[src/core/rbp_pkg.sv]
// shared constants and types of the receive buffer partition configuration
// assumes a single 40 MHz clock and an apb register bus of 32-bit words
package rbp_pkg;

  // ---------------------------------------------------------------
  // sizes
  // ---------------------------------------------------------------
  localparam int RBP_NUM_CORE = 2;
  localparam int RBP_NUM_BANK = 4;
  localparam int RBP_FLD_W = 2;
  localparam int RBP_REG_W = 8;
  localparam int RBP_IDX_W = 18;
  localparam int RBP_ADDR_W = 20;
  localparam int RBP_DATA_W = 32;
  localparam int RBP_SEL_W = 3;

  // ---------------------------------------------------------------
  // register indices; byte address is four times the index
  // ---------------------------------------------------------------
  localparam logic [RBP_IDX_W-1:0] RBP_IDX_PCNT_A = 18'h30906;
  localparam logic [RBP_IDX_W-1:0] RBP_IDX_WMODE_A = 18'h30907;
  localparam logic [RBP_IDX_W-1:0] RBP_IDX_STAT_A = 18'h30908;
  localparam logic [RBP_IDX_W-1:0] RBP_IDX_PCNT_B = 18'h30a06;
  localparam logic [RBP_IDX_W-1:0] RBP_IDX_WMODE_B = 18'h30a07;
  localparam logic [RBP_IDX_W-1:0] RBP_IDX_STAT_B = 18'h30a08;
  localparam logic [1:0] RBP_BYTE_LSB = 2'h0;

  // ---------------------------------------------------------------
  // reset values and status bits
  // ---------------------------------------------------------------
  localparam logic [RBP_REG_W-1:0] RBP_PCNT_RST = 8'h00;
  localparam logic [RBP_REG_W-1:0] RBP_WMODE_RST = 8'h00;
  localparam int RBP_STAT_RSV_BIT = 0;
  localparam int RBP_STAT_PAIR_BIT = 1;

  // ---------------------------------------------------------------
  // field codes
  // ---------------------------------------------------------------
  typedef enum logic [RBP_FLD_W-1:0] {
    RBP_W32 = 2'h0,
    RBP_W64 = 2'h1,
    RBP_W128 = 2'h2,
    RBP_WRSV = 2'h3
  } rbp_width_e;

  localparam logic [RBP_FLD_W-1:0] RBP_PART1 = 2'h0;
  localparam logic [RBP_FLD_W-1:0] RBP_PART2 = 2'h1;
  localparam logic [RBP_FLD_W-1:0] RBP_PART4 = 2'h2;
  localparam logic [RBP_FLD_W-1:0] RBP_PART8 = 2'h3;
  localparam logic [3:0] RBP_NUM1 = 4'h1;
  localparam logic [3:0] RBP_NUM2 = 4'h2;
  localparam logic [3:0] RBP_NUM4 = 4'h4;
  localparam logic [3:0] RBP_NUM8 = 4'h8;
  localparam logic [RBP_SEL_W-1:0] RBP_MASK1 = 3'h0;
  localparam logic [RBP_SEL_W-1:0] RBP_MASK2 = 3'h1;
  localparam logic [RBP_SEL_W-1:0] RBP_MASK4 = 3'h3;
  localparam logic [RBP_SEL_W-1:0] RBP_MASK8 = 3'h7;

  // decoded setting of one bank, handed to buffer, mapper and read side
  typedef struct packed {
    rbp_width_e width;
    logic is32;
    logic is64;
    logic is128;
    logic reserved;
    logic [3:0] numFifo;
    logic [RBP_SEL_W-1:0] addrMask;
  } rbp_bank_cfg_s;

  // apb request and answer
  typedef struct packed {
    logic psel;
    logic penable;
    logic pwrite;
    logic [RBP_ADDR_W-1:0] paddr;
    logic [RBP_DATA_W-1:0] pwdata;
  } rbp_apb_req_s;

  typedef struct packed {
    logic [RBP_DATA_W-1:0] prdata;
    logic pready;
    logic pslverr;
  } rbp_apb_rsp_s;

endpackage

[src/core/rbp_config_regs.sv]
// receive buffer width-mode and partition-count registers, both cores
// assumes an apb master on ref_clk and consumers that sample the decoded
// bank settings and partition selects on the same clock
//
// What this block does
// - bank 0 width mode from bits 0:1
// - bank 1 width mode from bits 2:3
// - banks 2,3 width mode from bits 4:5, 6:7
// - partition and per-core register copies at indices
// - partition count: 2-bit field per bank, same positions
// - width code 00 gives 32-bit bank
// - width code 01 gives 64-bit bank
// - width code 10 gives 128-bit bank
// - partition code gives 1, 2, 4, 8 fifos
// - 3-bit read address selects fifo; ignored if one
`timescale 1ns/1ps

module rbp_config_regs
  import rbp_pkg::*;
(
  // clock and reset
  input wire logic ref_clk,
  input wire logic rstn,
  // apb slave
  input wire rbp_apb_req_s apbReq,
  output rbp_apb_rsp_s apbRsp,
  // fifo read address per core and bank
  input wire logic [RBP_NUM_CORE-1:0][RBP_NUM_BANK-1:0][RBP_SEL_W-1:0]
    fifoRdAddr,
  // decoded settings per core and bank
  output rbp_bank_cfg_s [RBP_NUM_CORE-1:0][RBP_NUM_BANK-1:0] bankCfg,
  output logic [RBP_NUM_CORE-1:0][RBP_NUM_BANK-1:0][RBP_SEL_W-1:0] fifoSel
);

  // ---------------------------------------------------------------
  // register state
  // ---------------------------------------------------------------
  logic [RBP_NUM_CORE-1:0][RBP_REG_W-1:0] pcnt_ff, nxt_pcnt;
  logic [RBP_NUM_CORE-1:0][RBP_REG_W-1:0] wmode_ff, nxt_wmode;
  rbp_apb_rsp_s rsp_ff, nxt_rsp;
  logic [RBP_NUM_CORE-1:0] rsvSeen, pairBad;

  logic [RBP_IDX_W-1:0] idx;
  logic aligned;
  logic access;

  assign idx = apbReq.paddr[RBP_ADDR_W-1:2];
  assign aligned = (apbReq.paddr[1:0] == RBP_BYTE_LSB);
  // answer on the second access cycle so that every answer is registered
  assign access = apbReq.psel & apbReq.penable & ~rsp_ff.pready;

  // ---------------------------------------------------------------
  // pairing and reserved checks, shown in the status words
  // ---------------------------------------------------------------
  // fields are compared as width and count together; a mismatch only
  // flags, the device still runs each bank from its own fields
  always_comb begin
    for (int c = 0; c < RBP_NUM_CORE; c++) begin
      logic [RBP_NUM_BANK-1:0][3:0] f;
      logic any64lo, any64hi, any128, rsv;
      f = '0;
      any64lo = 1'b0;
      any64hi = 1'b0;
      any128 = 1'b0;
      rsv = 1'b0;
      for (int b = 0; b < RBP_NUM_BANK; b++) begin
        f[b] = {wmode_ff[c][b*RBP_FLD_W +: RBP_FLD_W],
                pcnt_ff[c][b*RBP_FLD_W +: RBP_FLD_W]};
        if (wmode_ff[c][b*RBP_FLD_W +: RBP_FLD_W] == RBP_W128) begin
          any128 = 1'b1;
        end
        if (wmode_ff[c][b*RBP_FLD_W +: RBP_FLD_W] == RBP_WRSV) begin
          rsv = 1'b1;
        end
        if (wmode_ff[c][b*RBP_FLD_W +: RBP_FLD_W] == RBP_W64) begin
          if (b < 2) begin
            any64lo = 1'b1;
          end else begin
            any64hi = 1'b1;
          end
        end
      end
      rsvSeen[c] = rsv;
      pairBad[c] = (any64lo & (f[0] != f[1]))
                 | (any64hi & (f[2] != f[3]))
                 | (any128 & ((f[0] != f[1]) | (f[0] != f[2])
                              | (f[0] != f[3])));
    end
  end

  // ---------------------------------------------------------------
  // apb register access
  // ---------------------------------------------------------------
  always_comb begin
    nxt_pcnt = pcnt_ff;
    nxt_wmode = wmode_ff;
    nxt_rsp = '0;
    if (access) begin
      nxt_rsp.pready = 1'b1;
      if (!aligned) begin
        nxt_rsp.pslverr = 1'b1;
      end else begin
        case (idx)
          RBP_IDX_PCNT_A: begin
            if (apbReq.pwrite) begin
              nxt_pcnt[0] = apbReq.pwdata[RBP_REG_W-1:0];
            end
            nxt_rsp.prdata[RBP_REG_W-1:0] = pcnt_ff[0];
          end
          RBP_IDX_WMODE_A: begin
            if (apbReq.pwrite) begin
              nxt_wmode[0] = apbReq.pwdata[RBP_REG_W-1:0];
            end
            nxt_rsp.prdata[RBP_REG_W-1:0] = wmode_ff[0];
          end
          RBP_IDX_PCNT_B: begin
            if (apbReq.pwrite) begin
              nxt_pcnt[1] = apbReq.pwdata[RBP_REG_W-1:0];
            end
            nxt_rsp.prdata[RBP_REG_W-1:0] = pcnt_ff[1];
          end
          RBP_IDX_WMODE_B: begin
            if (apbReq.pwrite) begin
              nxt_wmode[1] = apbReq.pwdata[RBP_REG_W-1:0];
            end
            nxt_rsp.prdata[RBP_REG_W-1:0] = wmode_ff[1];
          end
          // status words are read only; writes are dropped silently
          RBP_IDX_STAT_A: begin
            nxt_rsp.prdata[RBP_STAT_RSV_BIT] = rsvSeen[0];
            nxt_rsp.prdata[RBP_STAT_PAIR_BIT] = pairBad[0];
          end
          RBP_IDX_STAT_B: begin
            nxt_rsp.prdata[RBP_STAT_RSV_BIT] = rsvSeen[1];
            nxt_rsp.prdata[RBP_STAT_PAIR_BIT] = pairBad[1];
          end
          default: begin
            nxt_rsp.pslverr = 1'b1;
          end
        endcase
      end
    end
  end

  always_ff @(posedge ref_clk or negedge rstn) begin
    if (!rstn) begin
      pcnt_ff <= {RBP_NUM_CORE{RBP_PCNT_RST}};
      wmode_ff <= {RBP_NUM_CORE{RBP_WMODE_RST}};
      rsp_ff <= '0;
    end else begin
      pcnt_ff <= nxt_pcnt;
      wmode_ff <= nxt_wmode;
      rsp_ff <= nxt_rsp;
    end
  end

  assign apbRsp = rsp_ff;

  // ---------------------------------------------------------------
  // per bank decode and partition select
  // ---------------------------------------------------------------
  // settings reach the consumers one cycle after the register write
  for (genvar c = 0; c < RBP_NUM_CORE; c++) begin : g_core
    for (genvar b = 0; b < RBP_NUM_BANK; b++) begin : g_bank
      rbp_bank_cfg_s cfg_ff, nxt_cfg;
      logic [RBP_SEL_W-1:0] sel_ff, nxt_sel;
      logic [RBP_FLD_W-1:0] wFld, pFld;

      assign wFld = wmode_ff[c][b*RBP_FLD_W +: RBP_FLD_W];
      assign pFld = pcnt_ff[c][b*RBP_FLD_W +: RBP_FLD_W];

      always_comb begin
        nxt_cfg = '0;
        nxt_cfg.width = rbp_width_e'(wFld);
        case (wFld)
          RBP_W32: nxt_cfg.is32 = 1'b1;
          RBP_W64: nxt_cfg.is64 = 1'b1;
          RBP_W128: nxt_cfg.is128 = 1'b1;
          default: nxt_cfg.reserved = 1'b1;
        endcase
        // same decode in every width mode
        case (pFld)
          RBP_PART1: begin
            nxt_cfg.numFifo = RBP_NUM1;
            nxt_cfg.addrMask = RBP_MASK1;
          end
          RBP_PART2: begin
            nxt_cfg.numFifo = RBP_NUM2;
            nxt_cfg.addrMask = RBP_MASK2;
          end
          RBP_PART4: begin
            nxt_cfg.numFifo = RBP_NUM4;
            nxt_cfg.addrMask = RBP_MASK4;
          end
          default: begin
            nxt_cfg.numFifo = RBP_NUM8;
            nxt_cfg.addrMask = RBP_MASK8;
          end
        endcase
        // address bits beyond the partition count are ignored, so with
        // one partition every address lands on fifo 0
        nxt_sel = fifoRdAddr[c][b] & nxt_cfg.addrMask;
      end

      always_ff @(posedge ref_clk or negedge rstn) begin
        if (!rstn) begin
          cfg_ff <= '0;
          sel_ff <= '0;
        end else begin
          cfg_ff <= nxt_cfg;
          sel_ff <= nxt_sel;
        end
      end

      assign bankCfg[c][b] = cfg_ff;
      assign fifoSel[c][b] = sel_ff;
    end
  end

endmodule

[config.mk]
export PLATFORM = sky130hd
export DESIGN_NAME = rbp_config_regs
export DESIGN_NICKNAME = d
export VERILOG_FILES = /design/src/core/rbp_pkg.sv /design/src/core/rbp_config_regs.sv
export SDC_FILE = /design/constraint.sdc
export NUM_CORES = 1
export LEC_CHECK = 0
export BUFFER_PORTS_ARGS = -buffer_cell sky130_fd_sc_hd__buf_2
export CAP_MARGIN = 30
export CORE_ASPECT_RATIO = 1.4
export CORE_MARGIN = 10
export CORE_UTILIZATION = 50
export CTS_BUF_LIST = sky130_fd_sc_hd__clkbuf_4
export DETAILED_ROUTE_END_ITERATION = 7
export GPL_ROUTABILITY_DRIVEN = 0
export PLACE_DENSITY = 0.93
export SETUP_SLACK_MARGIN = 0.1
export SLEW_MARGIN = 30
export SYNTH_ARGS = -nofsm -noshare
export SYNTH_HDL_FRONTEND = slang
export SYNTH_SLANG_ARGS = --single-unit
[constraint.sdc]
create_clock -name ref_clk -period 3.1 [get_ports ref_clk]
set_clock_uncertainty 0.2 [all_clocks]
set_input_delay 0.93 -clock ref_clk [delete_from_list [all_inputs] [get_ports ref_clk]]
set_output_delay 0.93 -clock ref_clk [all_outputs]
set_load 0.1 [all_outputs]
==> metrics.yaml <==
syn_to_final_growth_pct: 22.2
final_cell_mix: "buf_2, dfrtp_1, nor2b_1"
dieArea_mm2: 0.0173
end_kind: "flop"
clock_latency_ps: 540
fill_cells: 936
multi_input_area_mm2: 0.00185
cts_made_buffers: 17
wl_met2_mm: 8.70
synthCells: 482
final_nets: 750
ctsHoldBuffers: 0
clockRootBuffer: "clkbuf_4"
ys_ff_latch: 162
io_buffers: 194
drt_iter0_drc: 195
grt_use_total_pct: 18.7
hold_viol_final: 0
initial_core_util_pct: 50.7
min_path_type: "primary input to asynchronous set/reset pin"
seq_power_share_pct: 56.0
ys_warn_count: 0
seq_area_frac_synth_pct: 65.3
relSlewSlack_pct: 60.2
switching_share_pct: 25.7
place_area_mm2: 0.00725
clock_sinks: 162
grt_first_pass_wirelength_mm: 25.6
p_comb_share_pct: 6.7
clockBufferDepth: 2
p_int_uw: 2810
fin_crit_sh_pct: 83.5
postCtsSetupRepairBufs: 0
dr_total_vias: 4381
final_util_pct: 61.9
routedWlPerCell_um: 19.4
startpoint: "apbReq[39]"
cts.repair.resized: 0
finalMaxSlewViolations: 0
status: "complete, no violations"
p_sw_uw: 971
postSynthAreaPerCell_um2: 12.9
top_layer_used: "met4"
worstReg2RegStart: "g_core[0].g_bank[2].nxt_cfg[12]"
met3_length_mm: 1.37
pwr-share-clk_pct: 37.3
synth_edf_count: 0
die_x_um: 114
htreeDepth: 4
regArea_mm2: 0.00405
critPathKind: "primary input to flop"
cts_tree: "yes"
cp.required_ps: 3320
finalPower_uw: 3780
min_period_ps: 2590
layout_commonest_cell: "buf_2"
core_area_mm2: 0.0123
drt-met1-wl_mm: 5.51
stdcell_count: 835
rsz0062_at_grt: "no"
io_pins: 243
hpwl_mm: 12.2
wirelength_mm: 16.2
peakVddDrop_mv: 0.288
drv_cap: 0
synth_area_mm2: 0.00621
setup_viol: 0
first_global_vias: 4775
worstPathArrival_ps: 2810
die_h_um: 152
antenna_found_initial: 4
grt_max_degree: 71
overflow: 0
power_density_mw_per_mm2: 498
dr.pass1.iters: 4
num_rows: 48
crit_fanout: 8
cp-start-kind: "primary input"
ys.flop_type: "dfrtp_1"
drc_errors: 0
synth_cell_types: 42
stdcell_area_mm2: 0.00759
worstMarginPinSlew_ps: 597
async_reset_ff_share_pct: 100
drtAntennaViolNets: 0
clkTransAtPathRegs_ps: 140
p_leak_uw: 0.00422
drive_above_1_share_pct: 41.9
fmax_mhz: 386
vias_per_cell: 5.25
placed_cells: 800
hold_slack_ps: 154
==> stage by stage <==
step	setup TNS [ps]	setup WS, ps
2_1_floorplan	0	83.3
3_3_place_gp	0	7.09
3_5_place_dp	-233	-44.0
4_1_cts	0	534
5_1_grt	0	467
6_report	0	513
==> area by class of cell <==
type / count / area share, %
multi-input cells: 269 / 24.3
flip-flops and latches: 162 / 53.4
diodes: 3 / 0.0989
inverters: 10 / 0.495
well taps: 150 / 2.47
clock inverters: 15 / 2.67
clock buffers: 17 / 1.68
repair buffers: 209 / 14.9
==> worst paths after layout <==
check	to	slack, ps	cells past startpoint
worst max-delay path	g_core[0].g_bank[1].nxt_cfg[12]	510	7
worst min-delay path	g_core[1].g_bank[3].pFld[1]	150	1
worst max register to register	apbRsp[3]	810	6
worst min register to register	apbRsp[0]	300	1
max in group asynchronous	bankCfg[28]	1760	2
min in group ref_clk	apbRsp[0]	300	1
==> per-layer routing <==
layer / vias to the layer above / global-route usage, %
met1: 2172 / 19.3
li1: 1947 / -
met5: - / 0
met3: 46 / 6.54
met2: 216 / 32.3
met4: 0 / 9.52
==> power by group through the flow <==
stage	clock network (uW)	registers, uW	logic (uW)
finish	1410	2120	254
global placement	0	2160	246
global route	1530	2120	270
CTS	1450	2120	254
detailed placement	0	2160	253
floorplan	0	2170	169
==> registers in the layout (all words and copies together) (netlist names) <==
name	count
bankCfg	96
apbRsp	10
g_core.g_bank.pFld	16
g_core.g_bank.nxt_cfg	16
g_core.g_bank.sel_ff	24
==> cell families (layout without fill, tap and decap cells) <==
logic type	count (synthesis)	after routing	synth area share, %
simple gates	164	164	16.3
other cells	1	27	0.0604
xor+xnor	10	10	1.41
compound gates	39	39	4.71
mux	32	32	5.80
flops	162	162	65.3
buf+inv	74	251	6.41
==> synth_stat cells (3+ instances only) <==
library cell / n / area (um2)
nor3_1: 12 / 60.1
and3_1: 16 / 100
nand3_1: 5 / 25.0
dfrtp_1: 162 / 4050
nand2b_1: 3 / 18.8
nand4_1: 5 / 31.3
a221oi_1: 8 / 70.1
a21oi_1: 4 / 20.0
xnor2_1: 10 / 87.6
mux2_2: 28 / 315
clkbuf_1: 30 / 113
buf_4: 32 / 240
inv_1: 10 / 37.5
mux2_1: 4 / 45.0
nand2_1: 10 / 37.5
nor2b_1: 34 / 213
and2_1: 30 / 188
or2_2: 10 / 62.6
o22ai_1: 5 / 31.3
a22oi_1: 10 / 75.1
o21ai_0: 3 / 15.0
nor2_1: 25 / 93.8
==> worst max-delay path: stages <==
cell and delay (ps):
buf_2 110, or4b_4 560, nor4_4 300, nand4_4 180
nor3_4 240, buf_12 160, mux2_2 330
Note: power is estimated with default switching activity, not from simulation.
